===== config.mk =====
export PLATFORM = sky130hd
export DESIGN_NAME = trcfg_top
export DESIGN_NICKNAME = d
export VERILOG_FILES = /design/src/design/trcfg_top.v
export VERILOG_INCLUDE_DIRS = /design/src /design/src/design
export SDC_FILE = /design/constraint.sdc
export NUM_CORES = 1
export LEC_CHECK = 0
export ABC_AREA = 1
export BUFFER_PORTS_ARGS = -buffer_cell sky130_fd_sc_hd__buf_2
export CORE_ASPECT_RATIO = 0.7
export CORE_MARGIN = 3
export CORE_UTILIZATION = 61
export DETAILED_ROUTE_END_ITERATION = 7
export PLACE_DENSITY = 0.81
export SYNTH_ARGS = -nofsm -noshare
export SYNTH_HDL_FRONTEND = slang
export SYNTH_HIERARCHICAL = 1
export SYNTH_SLANG_ARGS = --single-unit

===== constraint.sdc =====
create_clock -name i_clk -period 3.6 [get_ports i_clk]
set_clock_uncertainty 0.15 [all_clocks]
set_input_delay 0.72 -clock i_clk [delete_from_list [all_inputs] [get_ports i_clk]]
set_output_delay 0.72 -clock i_clk [all_outputs]
set_load 0.005 [all_outputs]

===== src/design/trcfg_consts.vh =====
// constants of the repeater configuration bank: byte offsets, field
// positions, reset values and startup timing; definitions only
`ifndef TRCFG_CONSTS_VH
`define TRCFG_CONSTS_VH

// byte offsets inside the seven-byte map
`define TRCFG_OFF_RESERVED_BYTE     3'h0
`define TRCFG_OFF_UNUSED_BYTE       3'h1
`define TRCFG_OFF_CHANNEL_ENABLE    3'h2
`define TRCFG_OFF_BOOST_CH1_CH0     3'h3
`define TRCFG_OFF_BOOST_CH3_CH2     3'h4
`define TRCFG_OFF_SWING_ALL         3'h5
`define TRCFG_OFF_EMPHASIS_ALL      3'h6
`define TRCFG_OFF_PAST_END          3'h7

// target address: two fixed ones, strap, two fixed zeros, two straps
`define TRCFG_ADDR_TOP_BITS         2'h3
`define TRCFG_ADDR_MID_BITS         2'h0

// field positions
`define TRCFG_CHEN_LSB              4
`define TRCFG_CHEN_MSB              7

// reset values
`define TRCFG_BYTE_ZERO_RST         8'h00
`define TRCFG_CHEN_UNUSED_RST       4'h0
`define TRCFG_SWING_LOWER_RST       1'b1
// pin synchroniser: scl and sda start at the idle bus level
`define TRCFG_PIN_SYNC_RST          14'h3000

// cycles after reset release before straps are latched
`define TRCFG_STRAP_SETTLE          2'h3

`endif


===== src/design/trcfg_top.v =====
// i2c target and seven-byte configuration bank of a four-channel repeater
// assumes i_clk far faster than the i2c clock; pins arrive asynchronously;
// i_reset acts as the power-up latch strobe for the boost, swing, emphasis and power-enable pins; address straps stay live
`timescale 1ns/1ps
`include "trcfg_consts.vh"

// Summary of operation
// RULE_01: answer address 11,strap,00,strap,strap plus R/W
// RULE_02: byte 2 high nibble enables channels 3..0
// RULE_03: bytes 3,4 hold boost nibbles, strap initialized
// RULE_04: byte 5 swing pairs, upper strap, lower one
// RULE_05: byte 6 emphasis pairs from emphasis straps
// RULE_06: only sequential block access from byte zero
// RULE_07: first written data byte discarded as dummy
// RULE_08: bytes 0,1 read zero, ignore writes
// RULE_09: strap select chooses pins or registers
// RULE_10: boost code sixteen levels, 0000 lowest
// RULE_11: swing code four levels, 00 smallest
module trcfg_top (
	input  wire        i_clk,
	input  wire        i_reset,
	input  wire        i_scl,
	input  wire        i_sda_in,
	input  wire [2:0]  i_addr_strap,
	input  wire        i_power_enable_pin,
	input  wire        i_strap_select,
	input  wire [3:0]  i_boost_code,
	input  wire        i_swing_upper_bit,
	input  wire [1:0]  i_emphasis_level,
	output reg         o_sda_out,
	output reg         o_sda_oe,
	output reg  [3:0]  o_channel_enable,
	output reg         o_power_down,
	output reg  [15:0] o_boost_code,
	output reg  [7:0]  o_swing_code,
	output reg  [7:0]  o_emphasis_level
);

	localparam [6:0] ST_IDLE = 7'h01;
	localparam [6:0] ST_ADDR = 7'h02;
	localparam [6:0] ST_AACK = 7'h04;
	localparam [6:0] ST_WR   = 7'h08;
	localparam [6:0] ST_WACK = 7'h10;
	localparam [6:0] ST_RD   = 7'h20;
	localparam [6:0] ST_RACK = 7'h40;

	// two-stage synchroniser for every pin
	wire [13:0] pin_sync;
	reg         scl_prev;
	reg         sda_prev;
	wire        scl;
	wire        sda;
	wire [2:0]  addr_strap;
	wire        power_enable_pin;
	wire        strap_sel;
	wire [3:0]  boost_pin;
	wire        swing_pin;
	wire [1:0]  emph_pin;

	trcfg_sync2 #(
		.WIDTH (14),
		.RST   (`TRCFG_PIN_SYNC_RST)
	) u_pin_sync (
		.i_clk   (i_clk),
		.i_reset (i_reset),
		.i_async ({i_scl, i_sda_in, i_addr_strap, i_power_enable_pin, i_strap_select,
			i_boost_code, i_swing_upper_bit, i_emphasis_level}),
		.o_sync  (pin_sync)
	);

	always @(posedge i_clk) begin
		if (i_reset) begin
			scl_prev <= 1'b1;
			sda_prev <= 1'b1;
		end else begin
			scl_prev <= scl;
			sda_prev <= sda;
		end
	end

	assign scl        = pin_sync[13];
	assign sda        = pin_sync[12];
	assign addr_strap = pin_sync[11:9];
	assign power_enable_pin        = pin_sync[8];
	assign strap_sel  = pin_sync[7];
	assign boost_pin  = pin_sync[6:3];
	assign swing_pin  = pin_sync[2];
	assign emph_pin   = pin_sync[1:0];

	wire scl_rise   = scl & ~scl_prev;
	wire scl_fall   = ~scl & scl_prev;
	wire start_cond = scl & scl_prev & sda_prev & ~sda;
	wire stop_cond  = scl & scl_prev & ~sda_prev & sda;
	wire [6:0] own_addr = {`TRCFG_ADDR_TOP_BITS, addr_strap[2], `TRCFG_ADDR_MID_BITS,
		addr_strap[1:0]};

	// configuration bytes
	reg  [7:0] chen_byte;
	reg  [7:0] boost_lo_byte;
	reg  [7:0] boost_hi_byte;
	reg  [7:0] swing_byte;
	reg  [7:0] emph_byte;
	reg  [1:0] settle_cnt;
	reg        loaded;

	// transfer engine
	reg  [6:0] state;
	reg  [7:0] shreg;
	reg  [3:0] bit_cnt;
	reg  [2:0] ptr;
	reg        is_read;
	reg        dummy_pending;
	reg        wr_stb;
	reg  [2:0] wr_ptr;
	reg  [7:0] wr_data;
	reg  [7:0] rd_cur;

	wire [2:0] ptr_inc = (ptr == `TRCFG_OFF_PAST_END) ? ptr : ptr + 3'h1;

	always @* begin
		case (ptr)
			`TRCFG_OFF_CHANNEL_ENABLE: rd_cur = chen_byte;
			`TRCFG_OFF_BOOST_CH1_CH0:  rd_cur = boost_lo_byte;
			`TRCFG_OFF_BOOST_CH3_CH2:  rd_cur = boost_hi_byte;
			`TRCFG_OFF_SWING_ALL:      rd_cur = swing_byte;
			`TRCFG_OFF_EMPHASIS_ALL:   rd_cur = emph_byte;
			default:                   rd_cur = `TRCFG_BYTE_ZERO_RST; // see RULE_08
		endcase
	end

	always @(posedge i_clk) begin
		if (i_reset) begin
			chen_byte     <= `TRCFG_BYTE_ZERO_RST;
			boost_lo_byte <= `TRCFG_BYTE_ZERO_RST;
			boost_hi_byte <= `TRCFG_BYTE_ZERO_RST;
			swing_byte    <= `TRCFG_BYTE_ZERO_RST;
			emph_byte     <= `TRCFG_BYTE_ZERO_RST;
			settle_cnt    <= 2'h0;
			loaded        <= 1'b0;
		end else if (!loaded) begin
			settle_cnt <= settle_cnt + 2'h1;
			if (settle_cnt == `TRCFG_STRAP_SETTLE) begin
				loaded        <= 1'b1;
				chen_byte     <= {{4{power_enable_pin}}, `TRCFG_CHEN_UNUSED_RST}; // see RULE_02
				boost_lo_byte <= {boost_pin, boost_pin}; // see RULE_03
				boost_hi_byte <= {boost_pin, boost_pin}; // see RULE_03
				swing_byte    <= {4{swing_pin, `TRCFG_SWING_LOWER_RST}}; // see RULE_04
				emph_byte     <= {4{emph_pin}}; // see RULE_05
			end
		end else if (wr_stb) begin
			case (wr_ptr)
				`TRCFG_OFF_CHANNEL_ENABLE: chen_byte     <= wr_data; // see RULE_02
				`TRCFG_OFF_BOOST_CH1_CH0:  boost_lo_byte <= wr_data; // see RULE_03
				`TRCFG_OFF_BOOST_CH3_CH2:  boost_hi_byte <= wr_data; // see RULE_03
				`TRCFG_OFF_SWING_ALL:      swing_byte    <= wr_data; // see RULE_04
				`TRCFG_OFF_EMPHASIS_ALL:   emph_byte     <= wr_data; // see RULE_05
				default: ; // see RULE_08
			endcase
		end
	end

	always @(posedge i_clk) begin
		if (i_reset) begin
			state         <= ST_IDLE;
			shreg         <= 8'h00;
			bit_cnt       <= 4'h0;
			ptr           <= 3'h0;
			is_read       <= 1'b0;
			dummy_pending <= 1'b0;
			wr_stb        <= 1'b0;
			wr_ptr        <= 3'h0;
			wr_data       <= 8'h00;
			o_sda_oe      <= 1'b0;
			o_sda_out     <= 1'b0;
		end else begin
			wr_stb <= 1'b0;
			if (start_cond && loaded) begin
				state    <= ST_ADDR;
				bit_cnt  <= 4'h0;
				o_sda_oe <= 1'b0;
			end else if (stop_cond) begin
				state    <= ST_IDLE;
				o_sda_oe <= 1'b0;
			end else begin
				case (state)
					ST_IDLE: ;
					ST_ADDR, ST_WR: begin
						if (scl_rise) begin
							shreg   <= {shreg[6:0], sda};
							bit_cnt <= bit_cnt + 4'h1;
						end else if (scl_fall && bit_cnt == 4'h8) begin
							bit_cnt <= 4'h0;
							if (state == ST_ADDR) begin
								if (shreg[7:1] == own_addr) begin // see RULE_01
									o_sda_oe      <= 1'b1;
									state         <= ST_AACK;
									is_read       <= shreg[0];
									ptr           <= `TRCFG_OFF_RESERVED_BYTE; // see RULE_06
									dummy_pending <= 1'b1;
								end else begin
									state <= ST_IDLE;
								end
							end else begin
								o_sda_oe <= 1'b1;
								state    <= ST_WACK;
								if (dummy_pending) begin
									dummy_pending <= 1'b0; // see RULE_07
								end else begin
									wr_stb  <= 1'b1;
									wr_ptr  <= ptr;
									wr_data <= shreg;
									ptr     <= ptr_inc; // see RULE_06
								end
							end
						end
					end
					ST_AACK: begin
						if (scl_fall) begin
							if (is_read) begin
								shreg    <= {rd_cur[6:0], 1'b0};
								o_sda_oe <= ~rd_cur[7];
								bit_cnt  <= 4'h1;
								ptr      <= ptr_inc; // see RULE_06
								state    <= ST_RD;
							end else begin
								o_sda_oe <= 1'b0;
								state    <= ST_WR;
							end
						end
					end
					ST_WACK: begin
						if (scl_fall) begin
							o_sda_oe <= 1'b0;
							state    <= ST_WR;
						end
					end
					ST_RD: begin
						if (scl_fall) begin
							if (bit_cnt == 4'h8) begin
								o_sda_oe <= 1'b0;
								state    <= ST_RACK;
							end else begin
								o_sda_oe <= ~shreg[7];
								shreg    <= {shreg[6:0], 1'b0};
								bit_cnt  <= bit_cnt + 4'h1;
							end
						end
					end
					ST_RACK: begin
						if (scl_rise) begin
							state <= sda ? ST_IDLE : ST_AACK;
						end
					end
					default: state <= ST_IDLE;
				endcase
			end
		end
	end

	// drive the analogue settings from registers or straps
	always @(posedge i_clk) begin
		if (i_reset) begin
			o_channel_enable <= 4'h0;
			o_power_down     <= 1'b1;
			o_boost_code     <= 16'h0000;
			o_swing_code     <= 8'h00;
			o_emphasis_level <= 8'h00;
		end else begin
			o_channel_enable <= chen_byte[`TRCFG_CHEN_MSB:`TRCFG_CHEN_LSB]; // see RULE_02
			o_power_down     <= ~power_enable_pin;
			if (strap_sel) begin // see RULE_09
				o_boost_code     <= {4{boost_pin}}; // see RULE_10
				o_swing_code     <= {4{swing_pin, `TRCFG_SWING_LOWER_RST}}; // see RULE_11
				o_emphasis_level <= {4{emph_pin}};
			end else begin
				o_boost_code     <= {boost_hi_byte, boost_lo_byte}; // see RULE_10
				o_swing_code     <= swing_byte; // see RULE_11
				o_emphasis_level <= emph_byte;
			end
		end
	end

endmodule // trcfg_top

// two flip-flops per bit; only the second stage is read outside
module trcfg_sync2 #(
	parameter             WIDTH = 14,
	parameter [WIDTH-1:0] RST   = {WIDTH{1'b0}}
) (
	input  wire             i_clk,
	input  wire             i_reset,
	input  wire [WIDTH-1:0] i_async,
	output reg  [WIDTH-1:0] o_sync
);

	reg [WIDTH-1:0] meta;

	always @(posedge i_clk) begin
		if (i_reset) begin
			meta   <= RST;
			o_sync <= RST;
		end else begin
			meta   <= i_async;
			o_sync <= meta;
		end
	end

endmodule // trcfg_sync2


[Yosys cells after proc, flatten, opt, wreduce, memory -nomap -nowiden]
Cells that the tools add are included.
Word-level totals
  flip-flop bits (word level): 147
  logic and storage cells: 198
  input bits: 16
Cells by class
  reduce and logical (&&, ||, !) cells: 24
  multiplexer cells: 73
  $add $sub $neg: 3
  bitwise operators: 22
  equality and inequality tests: 49
Operators with widths (count)
  $mux W8: 26
  $mux W7: 8
  $pmux W7 S6: 1
  $pmux W8 S5: 1
  $mux W3: 10
  $ne A4 B4 Y1 const B: 7
  $reduce_and A7 Y1: 4
  $mux W4: 6
  $pmux W8 S3: 1
  $reduce_and A8 Y1: 3
  $eq A3 B3 Y1 const B: 7
  $ne A2 B2 Y1 const B: 10
  $mux W16: 1
  $not A1 Y1: 15
  $reduce_and A3 Y1: 5
  $ne A2 B1 Y1 const B: 7
  $mux W1: 13
  $eq A3 B2 Y1 const B: 4
  $ne A3 B3 Y1 const B: 4
  $pmux W4 S3: 1
  $reduce_and A9 Y1: 1
  $and A1 B1 Y1: 7
  $eq A7 B1 Y1 const B: 1
  $eq A7 B2 Y1 const B: 1
  23 further kinds: 27

[Longest topological paths before layout]
Gate-level depths: netlist of the first run.
  depth in word-level cells: 8
  gate-level depth with buffers: 14
  depth with buffers taken out: 14

[Hierarchy]
The synthesis of the first run kept the hierarchy.
By module, submodules not included
  trcfg_top: cells an instance 774, area an instance 5362.6 um^2, times used 1
  trcfg_sync2: cells an instance 88, area an instance 810.8 um^2, times used 1

[Least setup slack after synthesis of the first run]
No wires, ideal clock.
  kind: in2reg
  start point: input i_reset
  end point: register chen_byte[5]
  buffers on the path: 3
  arrival: 1.559 ns
  path slack: 1.816 ns
  cell stages on the path: 6
  data required time: 3.376 ns
  cell sequence: clkbuf_1 -> inv_1 -> buf_2 -> clkbuf_1 -> o21ai_0 -> a31oi_1
RTL lines
  start, declared: RTL line trcfg_top.v:21  | input wire i_reset,
  end signal, assigned: RTL line trcfg_top.v:133  | chen_byte <= `TRCFG_BYTE_ZERO_RST;
  end signal, assigned: RTL line trcfg_top.v:144  | chen_byte <= {{4{power_enable_pin}}, `TRCFG_CHEN_UNUSED_RST};
  end signal, assigned: RTL line trcfg_top.v:152  | `TRCFG_OFF_CHANNEL_ENABLE: chen_byte <= wr_data;
  end, declared: RTL line trcfg_top.v:98  | reg [7:0] chen_byte;

[Worst setup path after layout of the first run]
  start point: register loaded
  end point: register shreg[4]
Between the ends
  cells in the longest elaborated chain, start to end: 3
RTL lines
  start, declared: RTL line trcfg_top.v:104  | reg loaded;
  start signal, assigned: RTL line trcfg_top.v:139  | loaded <= 1'b0;
  start signal, assigned: RTL line trcfg_top.v:143  | loaded <= 1'b1;
  $logic_and A1 B1 Y1: RTL line trcfg_top.v:177  | if (start_cond && loaded) begin
  $not A1 Y1 (no source line)
  $reduce_and A8 Y1 (no source line)
  end signal, assigned: RTL line trcfg_top.v:189  | shreg <= {shreg[6:0], sda};
  end signal, assigned: RTL line trcfg_top.v:220  | shreg <= {rd_cur[6:0], 1'b0};
  end signal, assigned: RTL line trcfg_top.v:244  | shreg <= {shreg[6:0], 1'b0};
  end, declared: RTL line trcfg_top.v:108  | reg [7:0] shreg;
Every way passes these cells.
A chain may end at the register's enable or synchronous reset.

==> impl_metrics.py, run 1 <==
metrics = {
    "power_and_ir_drop": {
        "p_leak_nw": 3.236,
        "ir_drop_mv": 0.3738,
        "power_density_mw_per_mm2": 639.0,
    },
    "global_route": {
        "antenna_found_initial": 0,
        "grt_max_degree": 66,
        "grt_util_all_layers_pct": 30.05,
        "overflow": 0,
        "grt_pass1_vias": 5263,
        "grt_pass1_wl_um": 27190,
    },
    "hold_path": {
        "worstHoldStart": "u_pin_sync/o_sync[8]",
        "min_path_type": "reg -> reg",
    },
    "route": {
        "ant_nets": 0,
        "dr.pass1.iters": 5,
        "finalWirelength_um": 16840,
        "drt-initial-drc-count": 752,
        "routedWlPerCell_um": 16.10,
        "drcViolationCount": 0,
        "viasPerCell": 5.597,
        "vias": 5854,
    },
    "floorplan": {
        "dieArea_mm2": 0.01138,
        "coreArea_mm2": 0.009759,
        "die_h_um": 90.17,
        "ioPinCount": 55,
        "start_util_pct": 63.26,
        "rows": 30,
        "die_w_um": 126.2,
    },
    "worst_setup_path": {
        "critical_path_peak_fanout": 29,
        "critPathMostFrequentCell": "nor2_1",
        "cp_data_arrival_time_ps": 2580,
        "cp_cell_sequence": "nand3_1, nor2_1, inv_1, nand2_1, inv_1, nand2_1, nor2_4, nand2_4, inv_6, nor2_1, nor2_1",
        "r2r-start": "loaded",
        "critPathLaunch": "loaded",
        "worst_ep_required_time_ps": 3760,
        "path_class": "reg -> reg",
        "crit_path_end_kind": "register",
        "start_kind": "register",
        "cpMaxStageDelayCell": "dfxtp_1",
        "max_stage_delay_ps": 900,
    },
    "logic_synthesis": {
        "synth-edff-count": 0,
        "yosys-top-cells-count": "nand2_1 (191), dfxtp_1 (147), nor2_1 (141)",
        "yosysTopAreaCell": "dfxtp_1",
        "avgSynthCellArea_um2": 7.162,
        "syn_inst": 862,
        "synthArstFlopShare_pct": 0,
        "synth_ff_type": "dfxtp_1",
        "yosysUniqueCellTypes": 34,
        "mappedNetlistArea_mm2": 0.006173,
        "yosys-top-cells-area": "dfxtp_1 (48%), nand2_1 (12%), nor2_1 (8.6%)",
        "ys_seq_elements": 147,
        "synth-seq-area-share_pct": 47.67,
        "netlist.area_leader.share_pct": 47.67,
        "synth.most_common_cell": "nand2_1",
        "synth_warnings": 6,
        "syn_nets": 885,
    },
    "sta": {
        "worst_pin_slew_ps": 922.8,
        "whs_ps": 247.6,
        "maxSlewViolCount": 0,
        "fmax_mhz": 412.0,
        "worst_slack_ps": 1173,
        "hold_viol": 0,
        "rsz0062_at_grt": "no",
        "final.setup.tns_ps": 0,
        "setup_viol": 0,
        "max_slew_margin_pct": 38.41,
        "period_needed_ps": 2427,
        "fin_crit_sh_pct": 67.43,
    },
    "layout": {
        "drive_above_1_share_pct": 13.73,
        "fin_nets": 928,
        "top_register": "o_boost_code",
        "largest_register_ffs": 16,
        "top_regs": "o_boost_code (16), u_pin_sync/meta (14), u_pin_sync/o_sync (14)",
        "postLayoutCellArea_mm2": 0.007072,
        "fin_cells": 1046,
        "areaGrowthSynthToFinish_pct": 14.55,
        "antennaDiodeCount": 0,
        "n_fill_cell": 778,
    },
    "cts": {
        "h-tree-depth": 4,
        "cts_setup_buffers": 0,
        "ctsHoldBuffers": 0,
        "cts_tree": "done",
        "cts_resized": 0,
        "path_clk_slew_ps": 60,
        "clk_latency_ps": 420,
        "cts_buffer_depth": 2,
        "root_buffer": "clkbuf_16",
        "numCtsBuffers": 17,
        "clkSinkCount": 147,
    },
    "place": {
        "dp_hpwl_um": 11980,
        "pre_cts_ws_ps": 1279,
        "dp.cells": 1014,
        "post_dp_cell_area_mm2": 0.006465,
        "portBuffers": 53,
        "place.gp.congestion": 1.018,
    },
    "outcome": {
        "status": "finished clean",
    },
    "job": {
        "maxCapViolCount": 0,
    },
}
layout by cell type (no fill, tap or decap), types with 4 or more instances in the layout:
cell type and count:
inv_6 5, inv_2 12, inv_1 93, clkbuf_16 17, a31oi_1 20, buf_2 53, nand4_1 6, nand3_1 28
nand2_2 6, a21oi_1 59, o21ai_1 5, dfxtp_1 147, nor2_4 4, nor2_1 141, ha_1 7, o21ai_0 82
nand2_1 191, nor2_2 9
path summary, 6_finish.rpt:
check	slack [ps]	endpoint	depth (start not counted)
worst max register to register	1170	shreg[4]	11
worst min register to register	250	o_power_down	1
worst min-delay path	250	o_power_down	1
worst max-delay path	1170	shreg[4]	11
stage by stage:
step / util [%] / power [mW]
3_5_place_dp: 66.24 / 2.698
2_1_floorplan: - / 2.485
6_report: 72.46 / 4.519
5_1_grt: 72.46 / 4.711
3_3_place_gp: 66.24 / 2.665
4_1_cts: 72.46 / 4.506
cells by family after synthesis:
kind of cell	count (synthesis)	share of synthesized area, %
compound gates	169	14.25
xor+xnor	4	0.5676
fa+ha+maj	7	1.419
buf+inv	138	9.221
flops	147	47.67
other cells	1	0.06074
simple gates	396	26.81
area by class of cell:
class | instances | area [um2] | share of cell area [%]
flip-flops and latches | 147 | 2943 | 41.61
multi-input cells | 577 | 2661 | 37.63
clock buffers | 18 | 429.2 | 6.069
inverters | 107 | 407.9 | 5.768
repair buffers | 55 | 292.8 | 4.140
clock inverters | 14 | 177.7 | 2.512
well taps | 128 | 160.2 | 2.265
where the power goes:
| part | internal (mW) | switching (mW) |
|---|---|---|
| logic | 0.246 | 0.472 |
| registers | 1.81 | 0.165 |
| clock network | 1.10 | 0.721 |
| total | 3.16 | 1.36 |
layer usage:
layer | GRT usage, % | vias to the layer above | wire, um
met4 | 8.661 | 0 | 310
met2 | 40.40 | 300 | 6745
li1 | - | 2817 | -
met3 | 7.898 | 33 | 1672
met1 | 46.85 | 2704 | 8109
met5 | 0 | - | 0
worst max-delay path, delay by kind of cell (launching register included):
family / cells / cell delay (ps)
simple gates: 8 / 990
flops: 1 / 900
buf+inv: 3 / 280
Note: power is estimated with default switching activity, not from simulation.
==> run 2: changes to the inputs <==
--- a/config.mk
+++ b/config.mk
@@ -10,9 +10,9 @@
 export BUFFER_PORTS_ARGS = -buffer_cell sky130_fd_sc_hd__buf_2
 export CORE_ASPECT_RATIO = 0.7
 export CORE_MARGIN = 3
-export CORE_UTILIZATION = 61
+export CORE_UTILIZATION = 59
 export DETAILED_ROUTE_END_ITERATION = 7
-export PLACE_DENSITY = 0.81
+export PLACE_DENSITY = 0.79
 export SYNTH_ARGS = -nofsm -noshare
 export SYNTH_HDL_FRONTEND = slang
 export SYNTH_HIERARCHICAL = 1
==> constraint.sdc (replaced) <==
create_clock -name i_clk -period 2.3 [get_ports i_clk]
set_clock_uncertainty 0.15 [all_clocks]
set_input_delay 0.46 -clock i_clk [delete_from_list [all_inputs] [get_ports i_clk]]
set_output_delay 0.46 -clock i_clk [all_outputs]
set_load 0.005 [all_outputs]
==> run 2 against run 1 <==
Compared with the run above: register-to-register slack got worse by 980 ps; design area increased by 0.34%; clock power increased by 49%; total power increased by 54%; wire length decreased by 1.2%; sequential share of layout area decreased by 0.14 points; non-clock buffer count increased by 6; highest routed layer unchanged; worst hold slack got worse by 180 ps; via count decreased by 1.0%; clock-buffer cell count decreased by 1; combinational power increased by 60%; setup slack got worse by 980 ps.
==> impl_metrics.py, run 2 (synthesis gave the netlist of run 1 again) <==
metrics = {
    "outcome": {
        "status": "finished clean",
    },
    "floorplan": {
        "coreArea_mm2": 0.009947,
        "rows": 30,
        "dieArea_mm2": 0.01175,
        "start_util_pct": 62.06,
        "die_w_um": 128.3,
        "ioPinCount": 55,
        "die_h_um": 91.58,
    },
    "layout": {
        "fin_nets": 934,
        "areaGrowthSynthToFinish_pct": 14.94,
        "final_common_cell": "nand2_1",
        "fin_cells": 1052,
        "antennaDiodeCount": 0,
        "final_cell_mix": "nand2_1 (191), dfxtp_1 (147), nor2_1 (140)",
        "top_register": "o_boost_code",
        "drive_above_1_share_pct": 14.50,
        "top_regs": "o_boost_code (16), u_pin_sync/meta (14), u_pin_sync/o_sync (14)",
        "n_fill_cell": 831,
        "largest_register_ffs": 16,
    },
    "worst_setup_path": {
        "ff2ff_path_depth": 11,
        "reg2reg_slack_ps": 200,
        "r2r_end": "shreg[3]",
        "crit_path_end_kind": "register",
        "path_class": "reg -> reg",
        "worst_ep_required_time_ps": 2500,
        "max_stage_delay_ps": 430,
        "cpLargestDelayFamily": "simple AND/OR/NAND/NOR gates",
        "cp_data_arrival_time_ps": 2300,
        "r2r-start": "ptr[1]",
        "critPathMostFrequentCell": "nor2_1",
        "critPathLaunch": "ptr[1]",
        "cpMaxStageDelayCell": "dfxtp_1",
        "cp_cell_sequence": "ha_1, inv_1, nor2_1, inv_1, nor2_1, nor2_1, nand3_1, nand2_1, nand2_1, o21ai_0, nor2_1",
        "start_kind": "register",
        "path_buf_inv": 2,
        "critical_path_peak_fanout": 7,
    },
    "route": {
        "drt-initial-drc-count": 516,
        "finalWirelength_um": 16630,
        "routedWlPerCell_um": 15.81,
        "vias": 5793,
        "dr.pass1.iters": 4,
        "drcViolationCount": 0,
        "viasPerCell": 5.507,
        "ant_nets": 0,
    },
    "cts": {
        "h-tree-depth": 4,
        "cts_resized": 0,
        "cts_tree": "done",
        "cts_setup_buffers": 0,
        "root_buffer": "clkbuf_16",
        "cts_buffer_depth": 2,
        "path_clk_slew_ps": 60,
        "numCtsBuffers": 17,
        "ctsHoldBuffers": 0,
        "clkSinkCount": 147,
        "clk_latency_ps": 410,
    },
    "sta": {
        "worst_slack_ps": 196.6,
        "maxSlewViolCount": 0,
        "hold_viol": 0,
        "fin_crit_sh_pct": 91.45,
        "fmax_mhz": 475.4,
        "worst_pin_slew_ps": 819.4,
        "period_needed_ps": 2103,
        "whs_ps": 72.02,
        "final.setup.tns_ps": 0,
        "setup_viol": 0,
        "max_slew_margin_pct": 45.32,
        "rsz0062_at_grt": "no",
    },
    "power_and_ir_drop": {
        "power_density_mw_per_mm2": 980.7,
        "ir_drop_mv": 0.6836,
        "p_leak_nw": 3.249,
    },
    "global_route": {
        "grt_pass1_wl_um": 26210,
        "grt_max_degree": 65,
        "overflow": 0,
        "antenna_found_initial": 0,
        "grt_util_all_layers_pct": 28.88,
        "grt_pass1_vias": 5049,
    },
    "hold_path": {
        "min_path_type": "in -> reg",
        "holdPathStages": 3,
        "worstHoldStart": "i_sda_in",
        "min_to": "u_pin_sync/meta[12]",
    },
    "place": {
        "pre_cts_ws_ps": 277.6,
        "portBuffers": 53,
        "place.gp.congestion": 0.9534,
        "dp.cells": 1020,
        "dp_hpwl_um": 12370,
    },
    "job": {
        "maxCapViolCount": 0,
    },
}
[run 2: changes by cell type in the layout (fill, tap and decap cells not counted), moves of 2 or more]
cell / previous run / this run
buf_4: 1 / 8
bufinv_16: 3 / 1
clkinv_2: 3 / 1
clkinv_8: 0 / 2
inv_8: 1 / 3
[run 2: power breakdown]
part / internal (mW) / total (mW) / switching, mW
sequential: 2.84 / 3.09 / 0.249
clock: 1.54 / 2.72 / 1.18
combinational: 0.389 / 1.15 / 0.760
total: 4.77 / 6.96 / 2.19
[run 2: worst max path at each step]
| stage | to | slack [ps] | cells after the start |
|---|---|---|---|
| global placement | shreg[4] | 350 | 10 |
| finish | shreg[3] | 200 | 11 |
| global route | shreg[1] | 50 | 11 |
| detailed placement | shreg[3] | 280 | 11 |
| floorplan | state[6] | 680 | 11 |
| CTS | shreg[3] | 250 | 11 |
[run 2: cell type report]
cell class | instances | area [um2] | area share (%)
clock inverters | 15 | 170.2 | 2.398
flip-flops and latches | 147 | 2943 | 41.47
well taps | 128 | 160.2 | 2.257
inverters | 107 | 407.9 | 5.749
clock buffers | 17 | 425.4 | 5.995
multi-input cells | 577 | 2664 | 37.54
repair buffers | 61 | 325.3 | 4.585
[run 2: stage by stage]
step	power (mW)	util [%]	instance area, um2
6_report	6.959	71.33	7096
5_1_grt	7.272	71.33	7096
4_1_cts	6.955	71.31	7093
3_5_place_dp	4.244	65.32	6497
3_3_place_gp	4.199	65.32	6497
2_1_floorplan	3.889	-	6173
[run 2: routing by layer]
layer  share of wire, %  vias to the layer above  GRT usage [%]
met5                  0                        -              0
met4               0.94                        0          7.951
met3                 11                       17          7.055
met2                 38                      278          37.05
met1                 50                     2656          46.70
li1                   -                     2842              -
[run 2: tightest hold or removal path: stages]
cell and delay, ps:
buf_2 70, inv_1 30, nand2_1 50
